**src/fcpl_pkg.sv**
```systemverilog
// Constants and types shared by the flash control pin logic
package fcpl_pkg;

  // Widths and storage
  localparam int ADDR_W = 16;
  localparam int DATA_W = 16;
  localparam int IDX_W  = 4;
  localparam int MEM_D  = 16;
  localparam int BLK_N  = 4;
  localparam int BLK_W  = 2;
  localparam int LAT_W  = 3;

  // Bit positions of the pin vector
  localparam int P_CE   = 0;
  localparam int P_OE   = 1;
  localparam int P_WE   = 2;
  localparam int P_ADV  = 3;
  localparam int P_RST  = 4;
  localparam int P_WP   = 5;
  localparam int P_ADDR = 6;
  localparam int P_DATA = 22;
  localparam int PIN_W  = 38;

  // Idle pin levels: all active-low controls high
  localparam logic [PIN_W-1:0] PIN_IDLE = 38'h000000003f;

  // Read configuration fields
  localparam int CFG_ASYNC_BIT = 15;
  localparam int CFG_LAT_LSB   = 11;
  localparam int CFG_WAIT_POL  = 10;
  localparam logic [DATA_W-1:0] CFG_RESET = 16'h9400;
  localparam logic [DATA_W-1:0] MEM_RESET = 16'hffff;

  // Command codes on the low data byte
  localparam logic [7:0] CMD_SETUP     = 8'h60;
  localparam logic [7:0] CMD_CFG       = 8'h03;
  localparam logic [7:0] CMD_LOCK      = 8'h01;
  localparam logic [7:0] CMD_UNLOCK    = 8'hd0;
  localparam logic [7:0] CMD_LOCKDOWN  = 8'h2f;
  localparam logic [7:0] CMD_PROG      = 8'h40;
  localparam logic [7:0] CMD_READ_ARR  = 8'hff;
  localparam logic [7:0] CMD_READ_CFG  = 8'h90;

  typedef enum logic [1:0] {
    RD_ASYNC = 2'b00,
    RD_LAT   = 2'b01,
    RD_DATA  = 2'b10
  } fcpl_rd_e;

  typedef enum logic [1:0] {
    CM_IDLE  = 2'b00,
    CM_SETUP = 2'b01,
    CM_PROG  = 2'b10
  } fcpl_cmd_e;

endpackage

```
**src/fcpl_pin_if.sv**
```systemverilog
// Raw and conditioned pin levels between the core and the pin synchroniser
`timescale 1ns/1ps
interface fcpl_pin_if;
  logic [fcpl_pkg::PIN_W-1:0] raw;
  logic [fcpl_pkg::PIN_W-1:0] lvl;
  logic [fcpl_pkg::PIN_W-1:0] rise;

  modport sync (input raw, output lvl, output rise);
  modport core (output raw, input lvl, input rise);
endinterface

```
**src/fcpl_pin_sync.sv**
```systemverilog
// Three-stage synchroniser with agreement filter for the host pins
`timescale 1ns/1ps
module fcpl_pin_sync
(
  input  wire logic   clock_i,
  input  wire logic   reset_i,
  fcpl_pin_if.sync    pins
);

  typedef struct packed {
    logic [fcpl_pkg::PIN_W-1:0] s1;
    logic [fcpl_pkg::PIN_W-1:0] s2;
    logic [fcpl_pkg::PIN_W-1:0] s3;
    logic [fcpl_pkg::PIN_W-1:0] lvl;
    logic [fcpl_pkg::PIN_W-1:0] rise;
  } fcpl_sync_s;

  fcpl_sync_s st_r;
  fcpl_sync_s st_nxt;

  always_comb
  begin
    st_nxt      = st_r;
    st_nxt.s1   = pins.raw;
    st_nxt.s2   = st_r.s1;
    st_nxt.s3   = st_r.s2;
    // A bit moves only once stages two and three agree
    st_nxt.lvl  = (st_r.s3 & ~(st_r.s2 ^ st_r.s3)) | (st_r.lvl & (st_r.s2 ^ st_r.s3));
    st_nxt.rise = st_nxt.lvl & ~st_r.lvl;
  end

  always_ff @(posedge clock_i)
  begin
    if (reset_i)
    begin
      st_r.s1   <= fcpl_pkg::PIN_IDLE;
      st_r.s2   <= fcpl_pkg::PIN_IDLE;
      st_r.s3   <= fcpl_pkg::PIN_IDLE;
      st_r.lvl  <= fcpl_pkg::PIN_IDLE;
      st_r.rise <= '0;
    end
    else
    begin
      st_r <= st_nxt;
    end
  end

  assign pins.lvl  = st_r.lvl;
  assign pins.rise = st_r.rise;
endmodule // fcpl_pin_sync

```
**src/fcpl_flash_pins.sv**
```systemverilog
// Control pin logic of a parallel NOR flash device seen from the host bus
// Operation
// With output enable low in a read cycle the data drivers turn on and show read data.
// With output enable high the data outputs and the wait output float.
// Reset pin low holds write and erase automation in reset and refuses all writes.
// Leaving reset puts the device in asynchronous array read mode.
// Configuration bit 10 selects the asserted level of the wait output.
// Wait is driven only while chip enable and output enable are both low.
// In synchronous bursts wait is asserted while data is invalid and released when valid.
// In asynchronous reads and all writes wait stays at its deasserted level.
// Address and data of a write are captured at the rising edge of write enable.
// With write protect low a locked-down block ignores unlock and stays locked.
// With write protect high lock-down is disregarded so blocks can be unlocked.
// Chip enable low selects the die; high deselects it and floats data and wait.
// A synchronous read latches its address on the first clock with address-valid low.
// The host keeps off the data bus while chip enable and output enable are low.
`timescale 1ns/1ps
module fcpl_flash_pins
(
  input  wire logic                        clock_i,
  input  wire logic                        reset_i,
  input  wire logic                        ce_n_i,
  input  wire logic                        oe_n_i,
  input  wire logic                        we_n_i,
  input  wire logic                        addr_valid_n_i,
  input  wire logic                        rst_n_i,
  input  wire logic                        wp_n_i,
  input  wire logic [fcpl_pkg::ADDR_W-1:0] addr_i,
  input  wire logic [fcpl_pkg::DATA_W-1:0] dq_i,
  output logic      [fcpl_pkg::DATA_W-1:0] dq_o,
  output logic                             dq_oe_o,
  output logic                             wait_o,
  output logic                             wait_oe_o
);

  typedef struct packed {
    fcpl_pkg::fcpl_rd_e                                   rd;
    fcpl_pkg::fcpl_cmd_e                                  cmd;
    logic                                                 rd_cfg;
    logic [fcpl_pkg::LAT_W-1:0]                           cnt;
    logic [fcpl_pkg::ADDR_W-1:0]                          addr;
    logic [fcpl_pkg::DATA_W-1:0]                          read_config_reg;
    logic [fcpl_pkg::BLK_N-1:0]                           locked;
    logic [fcpl_pkg::BLK_N-1:0]                           ldown;
    logic [fcpl_pkg::MEM_D-1:0][fcpl_pkg::DATA_W-1:0]     mem;
    logic [fcpl_pkg::DATA_W-1:0]                          dq;
    logic                                                 dq_oe;
    logic                                                 wt;
    logic                                                 wt_oe;
  } fcpl_core_s;

  fcpl_core_s st_r;
  fcpl_core_s st_nxt;

  fcpl_pin_if pins ();

  assign pins.raw = {dq_i, addr_i, wp_n_i, rst_n_i, addr_valid_n_i, we_n_i, oe_n_i, ce_n_i};

  fcpl_pin_sync u_sync
  (
    .clock_i (clock_i),
    .reset_i (reset_i),
    .pins    (pins.sync)
  );

  function automatic logic [fcpl_pkg::BLK_W-1:0] blk_of(input logic [fcpl_pkg::ADDR_W-1:0] a);
    return a[fcpl_pkg::IDX_W-1 -: fcpl_pkg::BLK_W];
  endfunction

  function automatic logic [fcpl_pkg::IDX_W-1:0] idx_of(input logic [fcpl_pkg::ADDR_W-1:0] a);
    return a[fcpl_pkg::IDX_W-1:0];
  endfunction

  function automatic logic wait_lvl(input logic [fcpl_pkg::DATA_W-1:0] cfg, input logic asrt);
    return asrt ? cfg[fcpl_pkg::CFG_WAIT_POL] : ~cfg[fcpl_pkg::CFG_WAIT_POL];
  endfunction

  logic                         ce_lo;
  logic                         oe_lo;
  logic                         we_hi;
  logic                         adv_lo;
  logic                         rst_hi;
  logic                         wp_lo;
  logic                         we_rise;
  logic [fcpl_pkg::ADDR_W-1:0]  pin_addr;
  logic [fcpl_pkg::DATA_W-1:0]  pin_data;

  assign ce_lo    = ~pins.lvl[fcpl_pkg::P_CE];
  assign oe_lo    = ~pins.lvl[fcpl_pkg::P_OE];
  assign we_hi    = pins.lvl[fcpl_pkg::P_WE];
  assign adv_lo   = ~pins.lvl[fcpl_pkg::P_ADV];
  assign rst_hi   = pins.lvl[fcpl_pkg::P_RST];
  assign wp_lo    = ~pins.lvl[fcpl_pkg::P_WP];
  assign we_rise  = pins.rise[fcpl_pkg::P_WE];
  assign pin_addr = pins.lvl[fcpl_pkg::P_ADDR +: fcpl_pkg::ADDR_W];
  assign pin_data = pins.lvl[fcpl_pkg::P_DATA +: fcpl_pkg::DATA_W];

  always_comb
  begin
    logic [fcpl_pkg::BLK_W-1:0] blk;
    logic [7:0]                 code;
    blk    = blk_of(pin_addr);
    code   = pin_data[7:0];
    st_nxt = st_r;
    if (!rst_hi)
    begin
      // automation held, no write taken
      st_nxt.cmd             = fcpl_pkg::CM_IDLE;
      st_nxt.cnt             = '0;
      st_nxt.rd_cfg          = 1'b0;
      // async array read on exit
      st_nxt.rd              = fcpl_pkg::RD_ASYNC;
      st_nxt.read_config_reg = fcpl_pkg::CFG_RESET;
    end
    else
    begin
      // write captured on strobe rise
      if (we_rise && ce_lo)
      begin
        case (st_r.cmd)
          fcpl_pkg::CM_SETUP:
          begin
            st_nxt.cmd = fcpl_pkg::CM_IDLE;
            if (code == fcpl_pkg::CMD_CFG)
            begin
              st_nxt.read_config_reg = pin_addr;
            end
            else if (code == fcpl_pkg::CMD_LOCK)
            begin
              st_nxt.locked[blk] = 1'b1;
            end
            else if (code == fcpl_pkg::CMD_LOCKDOWN)
            begin
              st_nxt.locked[blk] = 1'b1;
              st_nxt.ldown[blk]  = 1'b1;
            end
            // unlock gated by lock-down
            else if (code == fcpl_pkg::CMD_UNLOCK && !(wp_lo && st_r.ldown[blk]))
            begin
              st_nxt.locked[blk] = 1'b0;
            end
          end
          fcpl_pkg::CM_PROG:
          begin
            st_nxt.cmd = fcpl_pkg::CM_IDLE;
            if (!st_r.locked[blk])
            begin
              st_nxt.mem[idx_of(pin_addr)] = pin_data;
            end
          end
          default:
          begin
            if (code == fcpl_pkg::CMD_SETUP)
            begin
              st_nxt.cmd = fcpl_pkg::CM_SETUP;
            end
            else if (code == fcpl_pkg::CMD_PROG)
            begin
              st_nxt.cmd = fcpl_pkg::CM_PROG;
            end
            else if (code == fcpl_pkg::CMD_READ_CFG)
            begin
              st_nxt.rd_cfg = 1'b1;
            end
            else if (code == fcpl_pkg::CMD_READ_ARR)
            begin
              st_nxt.rd_cfg = 1'b0;
            end
          end
        endcase
      end
      case (st_r.rd)
        fcpl_pkg::RD_ASYNC:
        begin
          if (ce_lo && adv_lo)
          begin
            st_nxt.addr = pin_addr;
            // sync burst address latch
            if (!st_r.read_config_reg[fcpl_pkg::CFG_ASYNC_BIT] && we_hi)
            begin
              st_nxt.rd  = fcpl_pkg::RD_LAT;
              st_nxt.cnt = st_r.read_config_reg[fcpl_pkg::CFG_LAT_LSB +: fcpl_pkg::LAT_W];
            end
          end
        end
        fcpl_pkg::RD_LAT:
        begin
          if (!ce_lo)
          begin
            st_nxt.rd = fcpl_pkg::RD_ASYNC;
          end
          else if (st_r.cnt == '0)
          begin
            st_nxt.rd = fcpl_pkg::RD_DATA;
          end
          else
          begin
            st_nxt.cnt = st_r.cnt - 1'b1;
          end
        end
        fcpl_pkg::RD_DATA:
        begin
          if (!ce_lo)
          begin
            st_nxt.rd = fcpl_pkg::RD_ASYNC;
          end
          else
          begin
            st_nxt.addr = st_r.addr + 1'b1;
          end
        end
        default:
        begin
          st_nxt.rd = fcpl_pkg::RD_ASYNC;
        end
      endcase
    end
    // Read data follows the address of the coming cycle
    st_nxt.dq = st_nxt.rd_cfg ? st_nxt.read_config_reg : st_nxt.mem[idx_of(st_nxt.addr)];
    // data drivers
    st_nxt.dq_oe = ce_lo && oe_lo && rst_hi;
    // wait driven only when selected
    st_nxt.wt_oe = ce_lo && oe_lo;
    // wait level
    st_nxt.wt = wait_lvl(st_nxt.read_config_reg, (st_nxt.rd == fcpl_pkg::RD_LAT) && we_hi);
  end

  always_ff @(posedge clock_i)
  begin
    if (reset_i)
    begin
      st_r                 <= '0;
      st_r.rd              <= fcpl_pkg::RD_ASYNC;
      st_r.cmd             <= fcpl_pkg::CM_IDLE;
      st_r.read_config_reg <= fcpl_pkg::CFG_RESET;
      st_r.mem             <= {fcpl_pkg::MEM_D{fcpl_pkg::MEM_RESET}};
      st_r.wt              <= ~fcpl_pkg::CFG_RESET[fcpl_pkg::CFG_WAIT_POL];
    end
    else
    begin
      st_r <= st_nxt;
    end
  end

  assign dq_o      = st_r.dq;
  assign dq_oe_o   = st_r.dq_oe;
  assign wait_o    = st_r.wt;
  assign wait_oe_o = st_r.wt_oe;
endmodule // fcpl_flash_pins

```
**config.mk**
```make
export PLATFORM = sky130hd
export DESIGN_NAME = fcpl_flash_pins
export DESIGN_NICKNAME = d
export VERILOG_FILES = /design/src/fcpl_pkg.sv /design/src/fcpl_pin_if.sv /design/src/fcpl_pin_sync.sv /design/src/fcpl_flash_pins.sv
export SDC_FILE = /design/constraint.sdc
export NUM_CORES = 1
export LEC_CHECK = 0
export BUFFER_PORTS_ARGS = -buffer_cell sky130_fd_sc_hd__buf_2
export CAP_MARGIN = 20
export CORE_MARGIN = 3
export CORE_UTILIZATION = 35
export CTS_CLUSTER_SIZE = 10
export DETAILED_ROUTE_END_ITERATION = 8
export GPL_ROUTABILITY_DRIVEN = 0
export PLACE_DENSITY = 0.58
export SYNTH_ARGS = -nofsm -noshare
export SYNTH_HDL_FRONTEND = slang
export SYNTH_SLANG_ARGS = --single-unit
```
**constraint.sdc**
```tcl
create_clock -name clock_i -period 3.2 [get_ports clock_i]
set_input_delay 0 -clock clock_i [delete_from_list [all_inputs] [get_ports clock_i]]
set_output_delay 0 -clock clock_i [all_outputs]
set_load 0.05 [all_outputs]
```
==> summary.md, run 1 <==
| Metric | Value |
|---|---|
| Post-synth top cells | 480 x nand2_1, 464 x dfxtp_1, 278 x nor2_1, 151 x clkbuf_1, 149 x a21oi_1 |
| Met3 Routed Length | between 5 and 6 mm |
| Status | complete, no violations |
| Critical Path Fanout Max | 22 |
| Placed inst area | 0.0218 mm² |
| Detailed Place HPWL | approximately 45 mm |
| Setup crit end kind | flip-flop |
| Synth top area cells | dfxtp_1 46%, nand2_1 8.9%, nor2_1 5.1% |
| Hold Crit Start | dq_i[8] |
| Clk sink count | about 460 |
| Setup violators final | 0 |
| VDD IR-drop max | ~0.00037 V |
| Lkg Pwr | roughly 10 nW |
| Worst-path clk slew | ~0.05 ns |
| Clk pwr share | 0.464 |
| FF+latch count, synth | approximately 460 |
| Fin cells | 3334 |
| Syn nets | ~2500 |
| Internal Power | 9.01 mW |
| Fillers | 5576 |
| MaxCap Viol Count | 0 |
| WL final | about 67 mm |
| CTS H-tree lvls | 2 |
| DR vias | between 15000 and 20000 |
| Comb pwr share | 0.028 |
| Placed insts | around 3200 |
| Die H | about 250 µm |
| DRT Pass-1 Iters | 8 |
| Initial Util | 0.357 |
| Max transition margin | 0.313 |
| Wire length per cell | approximately 20 µm |
| Max Clock Skew | 0.0163 ns |
| DRT met1 WL | between 20 and 30 mm |
| Worst Hold Depth | 3 |
| RSZ-0062 raised after global routing | yes |
| Final hold vios | 0 |
| Pre-CTS setup slack | -0.0444 ns |
| Final non-filler cell area | 0.0237 mm² |
| WP data required | roughly 3.7 ns |
| Post-DRT Antenna Nets | 0 |
| Synth Instances | 2499 |
| Row cnt | 87 |
| DR vias/cell | between 5 and 6 |
| Die area | 0.0609 mm² |
| Core area | ~0.057 mm² |
| Tot GR Track Use | 0.216 |
| First-pass GRT wire length | 104 mm |
| Yosys Warn Count | 0 |
| Congestion Overflow GR | 0 |
| Crit Path Class | reg2reg |
| 1st-iter DRT viols | 1841 |
| Fraction of layout instances using a drive strength above 1 | 0.128 |
| Min cycle time layout | roughly 3.1 ns |
| Highest Clock Rate | 0.320 GHz |
| Reg2reg end | dq_o[12]$_SDFF_PP0_ |
| Async S/R FF share, synth | 0 |
| Top Ports | 59 |
| Synth area leader | dfxtp_1 |
| Average size of a mapped cell | around 8.1 µm² |
| Max Root-Sink Buffers | 3 |
| Reg2Reg Depth | 10 |
| Post-synth cell types | 80 |
| Reg2Reg Setup Slack | between 0.07 and 0.08 ns |
| WHS Endpoint | u_sync.st_nxt[144]$_SDFF_PP0_ |
| Hold Path Class | in2reg |
| Highest routed layer | met4 |
| EDFF count, synth | 0 |
| Worst Slack Setup Final | ~0.075 ns |
| Worst setup SP type | flip-flop |
| Number of port buffers | 58 |
| Area growth, synth to finish | 16.8% |
| Sequential share of power | 0.508 |
| Worst-margin pin slew | about 1.0 ns |
| Worst EP arrival | between 3 and 4 ns |
| Fin crit share | 0.976 |
| Total Nets Final | about 2600 |
| Number of global-route vias before repair | 17500 |
| CTS Buf Count | 53 |
| Top-count cell post-synth | nand2_1 |
| TritonCTS clock tree | done |
| Root Buffer | clkbuf_16 |
| Met2 wire length | between 20 and 30 mm |
| Die width | approximately 250 µm |
| Mapped cell area | 0.0203 mm² |
| Drc violations | 0 |
| Pwr/cell area | between 400 and 500 mW/mm² |
| Worst skew pair latency | 0.62 ns |
| Seq/Total Area, Yosys | 0.458 |
| Initial antenna violation count | 1 |
| Final Max Tran Viols | 0 |
| Largest net degree at the start of global routing | between 200 and 250 |
| Post-synth top flop | dfxtp_1 |
| Top-area cell type share of the netlist area | 0.458 |
| Fin util | 0.417 |
| Net Sw Frac | 0.222 |
| Net Switching | approximately 2.6 mW |
| Hold_ws | roughly 0.13 ns |
power groups by stage:
stage                     registers [mW]  logic [mW]  clock network (mW)
after floorplan                     5.99       0.224                   0
after global placement              6.01       0.284                   0
after detailed placement            6.01       0.292                   0
after CTS                           5.89       0.328                5.52
after global routing                5.89       0.355                5.73
final                               5.89       0.327                5.38
critical path, cell delays in order, from the launching register on:
cell and delay, ns:
dfxtp_2 0.39, or4b_4 0.57, or3_1 0.46, and3_4 0.36
buf_4 0.23, a211oi_1 0.17, buf_4 0.16, o21ai_0 0.13
o2111ai_1 0.16, a31oi_1 0.16, o31ai_1 0.17
registers in the layout, summed over array words and instances (netlist names), named ones only:
name,flops
dq_oe_o,1
dq_o,16
u_sync.st_nxt,76
u_sync.st_r,38
u_sync.pins.lvl,1
wait_o,1
wait_oe_o,1
u_sync.pins.rise,1
st_r,288
logic make-up (layout without fill, tap and decap cells):
group	count (synthesis)	after routing	synth area share
compound gates	555	555	0.186
xor+xnor	4	4	0.00173
fa+ha+maj	5	5	0.00309
buf+inv	240	317	0.0513
flops	464	464	0.458
mux	43	43	0.0227
other cells	0	1	0
simple gates	1188	1189	0.277
layer usage:
layer,up-vias,GRT usage
met1,8792,0.291
li1,8734,-
met5,-,0
met4,0,0.0986
met2,765,0.334
met3,148,0.0413
final cells by class:
class                      count  area (µm²)  share of cell area
antenna                        1        2.50            0.000106
clock buffer                  61        1380              0.0581
clock inverter                 5        70.1             0.00296
inverter                       9        33.8             0.00143
multi-input combinational   1796       10100               0.425
sequential                   464        9290               0.392
tap                          756         946              0.0399
timing repair buffer         242        1910              0.0805
through the flow:
stage               power (mW)  TNS [ns]
finish                    11.6         0
CTS                       11.7         0
global route              12.0  -0.00458
global placement          6.30   -0.0822
detailed placement        6.31   -0.0628
floorplan                 6.22         0
cells in the final DEF (no fill, tap or decap), drive strengths merged, types with 28 or more instances in the layout:
cell type      n
nand2        480
dfxtp        464
nor2         278
buf          203
a21oi        150
nand3b       115
nor2b        106
o21bai        97
o21ai         72
nand3         70
clkbuf        61
nor3          42
dlygate4sd3   39
mux2i         38
o311ai        36
o22ai         28
worst max-delay path by stage:
stage | startpoint | endpoint
finish | flip-flop | dq_o[12]$_SDFF_PP0_
global route | st_r[319]$_SDFFE_PP0P_ | dq_o[8]$_SDFF_PP0_
CTS | flip-flop | dq_o[8]$_SDFF_PP0_
detailed placement | flip-flop | dq_o[11]$_SDFF_PP0_
global placement | flip-flop | dq_o[11]$_SDFF_PP0_
floorplan | flip-flop | dq_o[6]$_SDFF_PP0_
repair_timing:
action | 4_1_cts | 5_1_grt
resized for setup | 2 | 14
hold endpoints to repair | 97 | 0
setup endpoints to repair | 2 | 8
hold buffers | 39 | 0
gates cloned | 0 | 1
pin swaps | 0 | 2
buffers inserted | 0 | 3
Power figures use the tool's default switching activity.
==> inputs of run 2 (changes only) <==
==> constraint.sdc (replaced) <==
create_clock -name clock_i -period 3.7 [get_ports clock_i]
set_input_delay 0 -clock clock_i [delete_from_list [all_inputs] [get_ports clock_i]]
set_output_delay 0 -clock clock_i [all_outputs]
set_load 0.05 [all_outputs]
==> summary.md, run 2 (synthesis results as in run 1) <==
| Metric | Value |
|---|---|
| Initial Util | 0.357 (unchanged) |
| CTS Buf Count | 54 (+1.9%) |
| Setup violators final | 0 (unchanged) |
| Largest net degree at the start of global routing | 214 (-13%) |
| Setup crit end kind | flip-flop |
| Highest Clock Rate | 0.293 GHz (-8.6%) |
| Pwr/cell area | 436 mW/mm² (-11%) |
| Hold Path Class | in2reg |
| Clk pwr share | 0.474 (+0.010) |
| Crit Path Class | reg2reg |
| Post-DRT Antenna Nets | 0 (unchanged) |
| Core area | 0.0568 mm² (unchanged) |
| Die H | 247 µm (unchanged) |
| Clk sink count | 464 (unchanged) |
| WP data required | 4.17 ns (+0.49 ns) |
| Total Nets Final | 2575 (-1.4%) |
| TritonCTS clock tree | done |
| Area growth, synth to finish | 15.3% |
| VDD IR-drop max | 0.000313 V (-15%) |
| First-pass GRT wire length | 101 mm (-2.0%) |
| Final Max Tran Viols | 0 (unchanged) |
| Die width | 247 µm (unchanged) |
| Max FFs per register | 288 (unchanged) |
| Fillers | 5668 (+1.6%) |
| Worst setup SP type | flip-flop |
| Max transition margin | 0.344 (+0.0303) |
| Commonest non-fill, non-tap cells in the layout | 479 x nand2_1, 464 x dfxtp_1, 278 x nor2_1 |
| RSZ-0062 raised after global routing | no |
| WL final | 65.4 mm (-2.4%) |
| Comb pwr share | 0.028 (about the same) |
| Worst-path clk slew | 0.06 ns (about the same) |
| Number of global-route vias before repair | 17700 (+1.1%) |
| Initial antenna violation count | 0 (-1) |
| 1st-iter DRT viols | 1838 (-0.16%) |
| Fraction of layout instances using a drive strength above 1 | 0.113 (-0.0149) |
| Antenna Cells | 0 (-1) |
| Crit-path cells | nand2b_1, o31ai_2, buf_4, nand2_2, buf_4, o311ai_0, nand2_1, a2111oi_0, o31ai_1 |
| Root Buffer | clkbuf_16 |
| Congestion Overflow GR | 0 (unchanged) |
| Detailed Place HPWL | 42.8 mm (-4.3%) |
| Critical Path Fanout Max | 29 (+32%) |
| Tot GR Track Use | 0.211 (-0.00455) |
| Max Clock Skew | 0.0143 ns (-0.00203 ns) |
| Number of port buffers | 58 (unchanged) |
| Status | complete, no violations |
| DRT Pass-1 Iters | 7 (-1) |
| Most used cell, CP | buf_4 |
| Top Ports | 59 (unchanged) |
| Setup TNS | 0 ns (unchanged) |
| Min cycle time layout | 3.42 ns (+0.293 ns) |
| Wire length per cell | 19.8 µm (-1.4%) |
| Row cnt | 87 (unchanged) |
| Lkg Pwr | 9.75 nW (-1.6%) |
| Fin crit share | 0.924 (-0.0528) |
| Final hold vios | 0 (unchanged) |
| DR vias/cell | 5.55 (+0.41%) |
| Sequential share of power | 0.499 (-0.009) |
| MaxCap Viol Count | 0 (unchanged) |
| Setup bufs post-CTS | 0 (unchanged) |
| Die area | 0.0609 mm² (unchanged) |
| Max Root-Sink Buffers | 3 (unchanged) |
| Net Switching | 2.23 mW (-13%) |
| Register with the most flip-flops | st_r |
| Net Sw Frac | 0.219 (-0.00367) |
| Slowest CP cell | a2111oi_0 |
| Most common cell after layout, fill and taps aside | nand2_1 |
| Crit-path max cell delay | 0.80 ns (+0.23 ns) |
| Worst EP arrival | 3.88 ns (+0.28 ns) |
| Fin util | 0.412 (-0.00520) |
| Worst skew pair latency | 0.62 ns (about the same) |
| Internal Power | 7.97 mW (-12%) |
| DR vias | 18300 (-0.59%) |
| CTS H-tree lvls | 2 (unchanged) |
| Worst-margin pin slew | 0.983 ns (-0.0467 ns) |
| Drc violations | 0 (unchanged) |
[run 2: path summary, 6_finish.rpt]
| path | depth (start not counted) | endpoint | slack (ns) | from |
|---|---|---|---|---|
| max | 9 | dq_o[15]$_SDFF_PP0_ | 0.28 | flip-flop |
| min | 3 | u_sync.st_nxt[144]$_SDFF_PP0_ | 0.13 | dq_i[8] |
| max reg2reg | 9 | dq_o[15]$_SDFF_PP0_ | 0.28 | flip-flop |
| min reg2reg | 1 | u_sync.st_nxt[79]$_SDFF_PP1_ | 0.41 | u_sync.st_nxt[117]$_SDFF_PP1_ |
[run 2: critical path, delay by kind of cell (launching register included)]
kind	cells	cell delay, ns
DFF	1	0.56
AOI/OAI and AO/OA	4	1.78
buffers and inverters	2	0.53
and+or+nand+nor	3	0.39
[run 2: final cells by class]
cell class | count | area, µm² | area share
multi-input cells | 1795 | 10000 | 0.428
flip-flops and latches | 464 | 9290 | 0.397
well taps | 756 | 946 | 0.0404
inverters | 9 | 33.8 | 0.00144
repair buffers | 206 | 1580 | 0.0675
clock inverters | 6 | 96.3 | 0.00412
clock buffers | 65 | 1440 | 0.0617
[run 2: power groups by stage]
stage	logic, mW	clock network [mW]	registers (mW)
after floorplan	0.194	0	5.18
after global placement	0.246	0	5.20
after detailed placement	0.250	0	5.20
after CTS	0.282	4.96	5.09
after global routing	0.307	5.13	5.09
final	0.284	4.83	5.09
[run 2: metal layers]
layer / wire length, µm / global-route usage
met5: 0 / 0
met4: 3080 / 0.104
met3: 3870 / 0.0310
met2: 29800 / 0.342
met1: 28700 / 0.275
[run 2: timing repair]
| action | CTS | global route |
|---|---|---|
| hold buffers | 39 | 0 |
| endpoints found under the hold margin | 129 | 0 |
| resized for setup | 0 | 0 |
[run 2: through the flow]
step | hold WS [ns] | setup slack, ns | std cells | area, µm² | total power, mW
after detailed placement | 0.191 | 0.376 | 3190 | 21400 | 5.45
final | 0.131 | 0.282 | 3301 | 23400 | 10.2
after CTS | 0.0997 | 0.349 | 3300 | 23400 | 10.3
after floorplan | 0.104 | 1.12 | 2499 | 20300 | 5.38
after global placement | 0.189 | 0.311 | 3190 | 21400 | 5.44
after global routing | 0.138 | 0.102 | 3301 | 23400 | 10.5
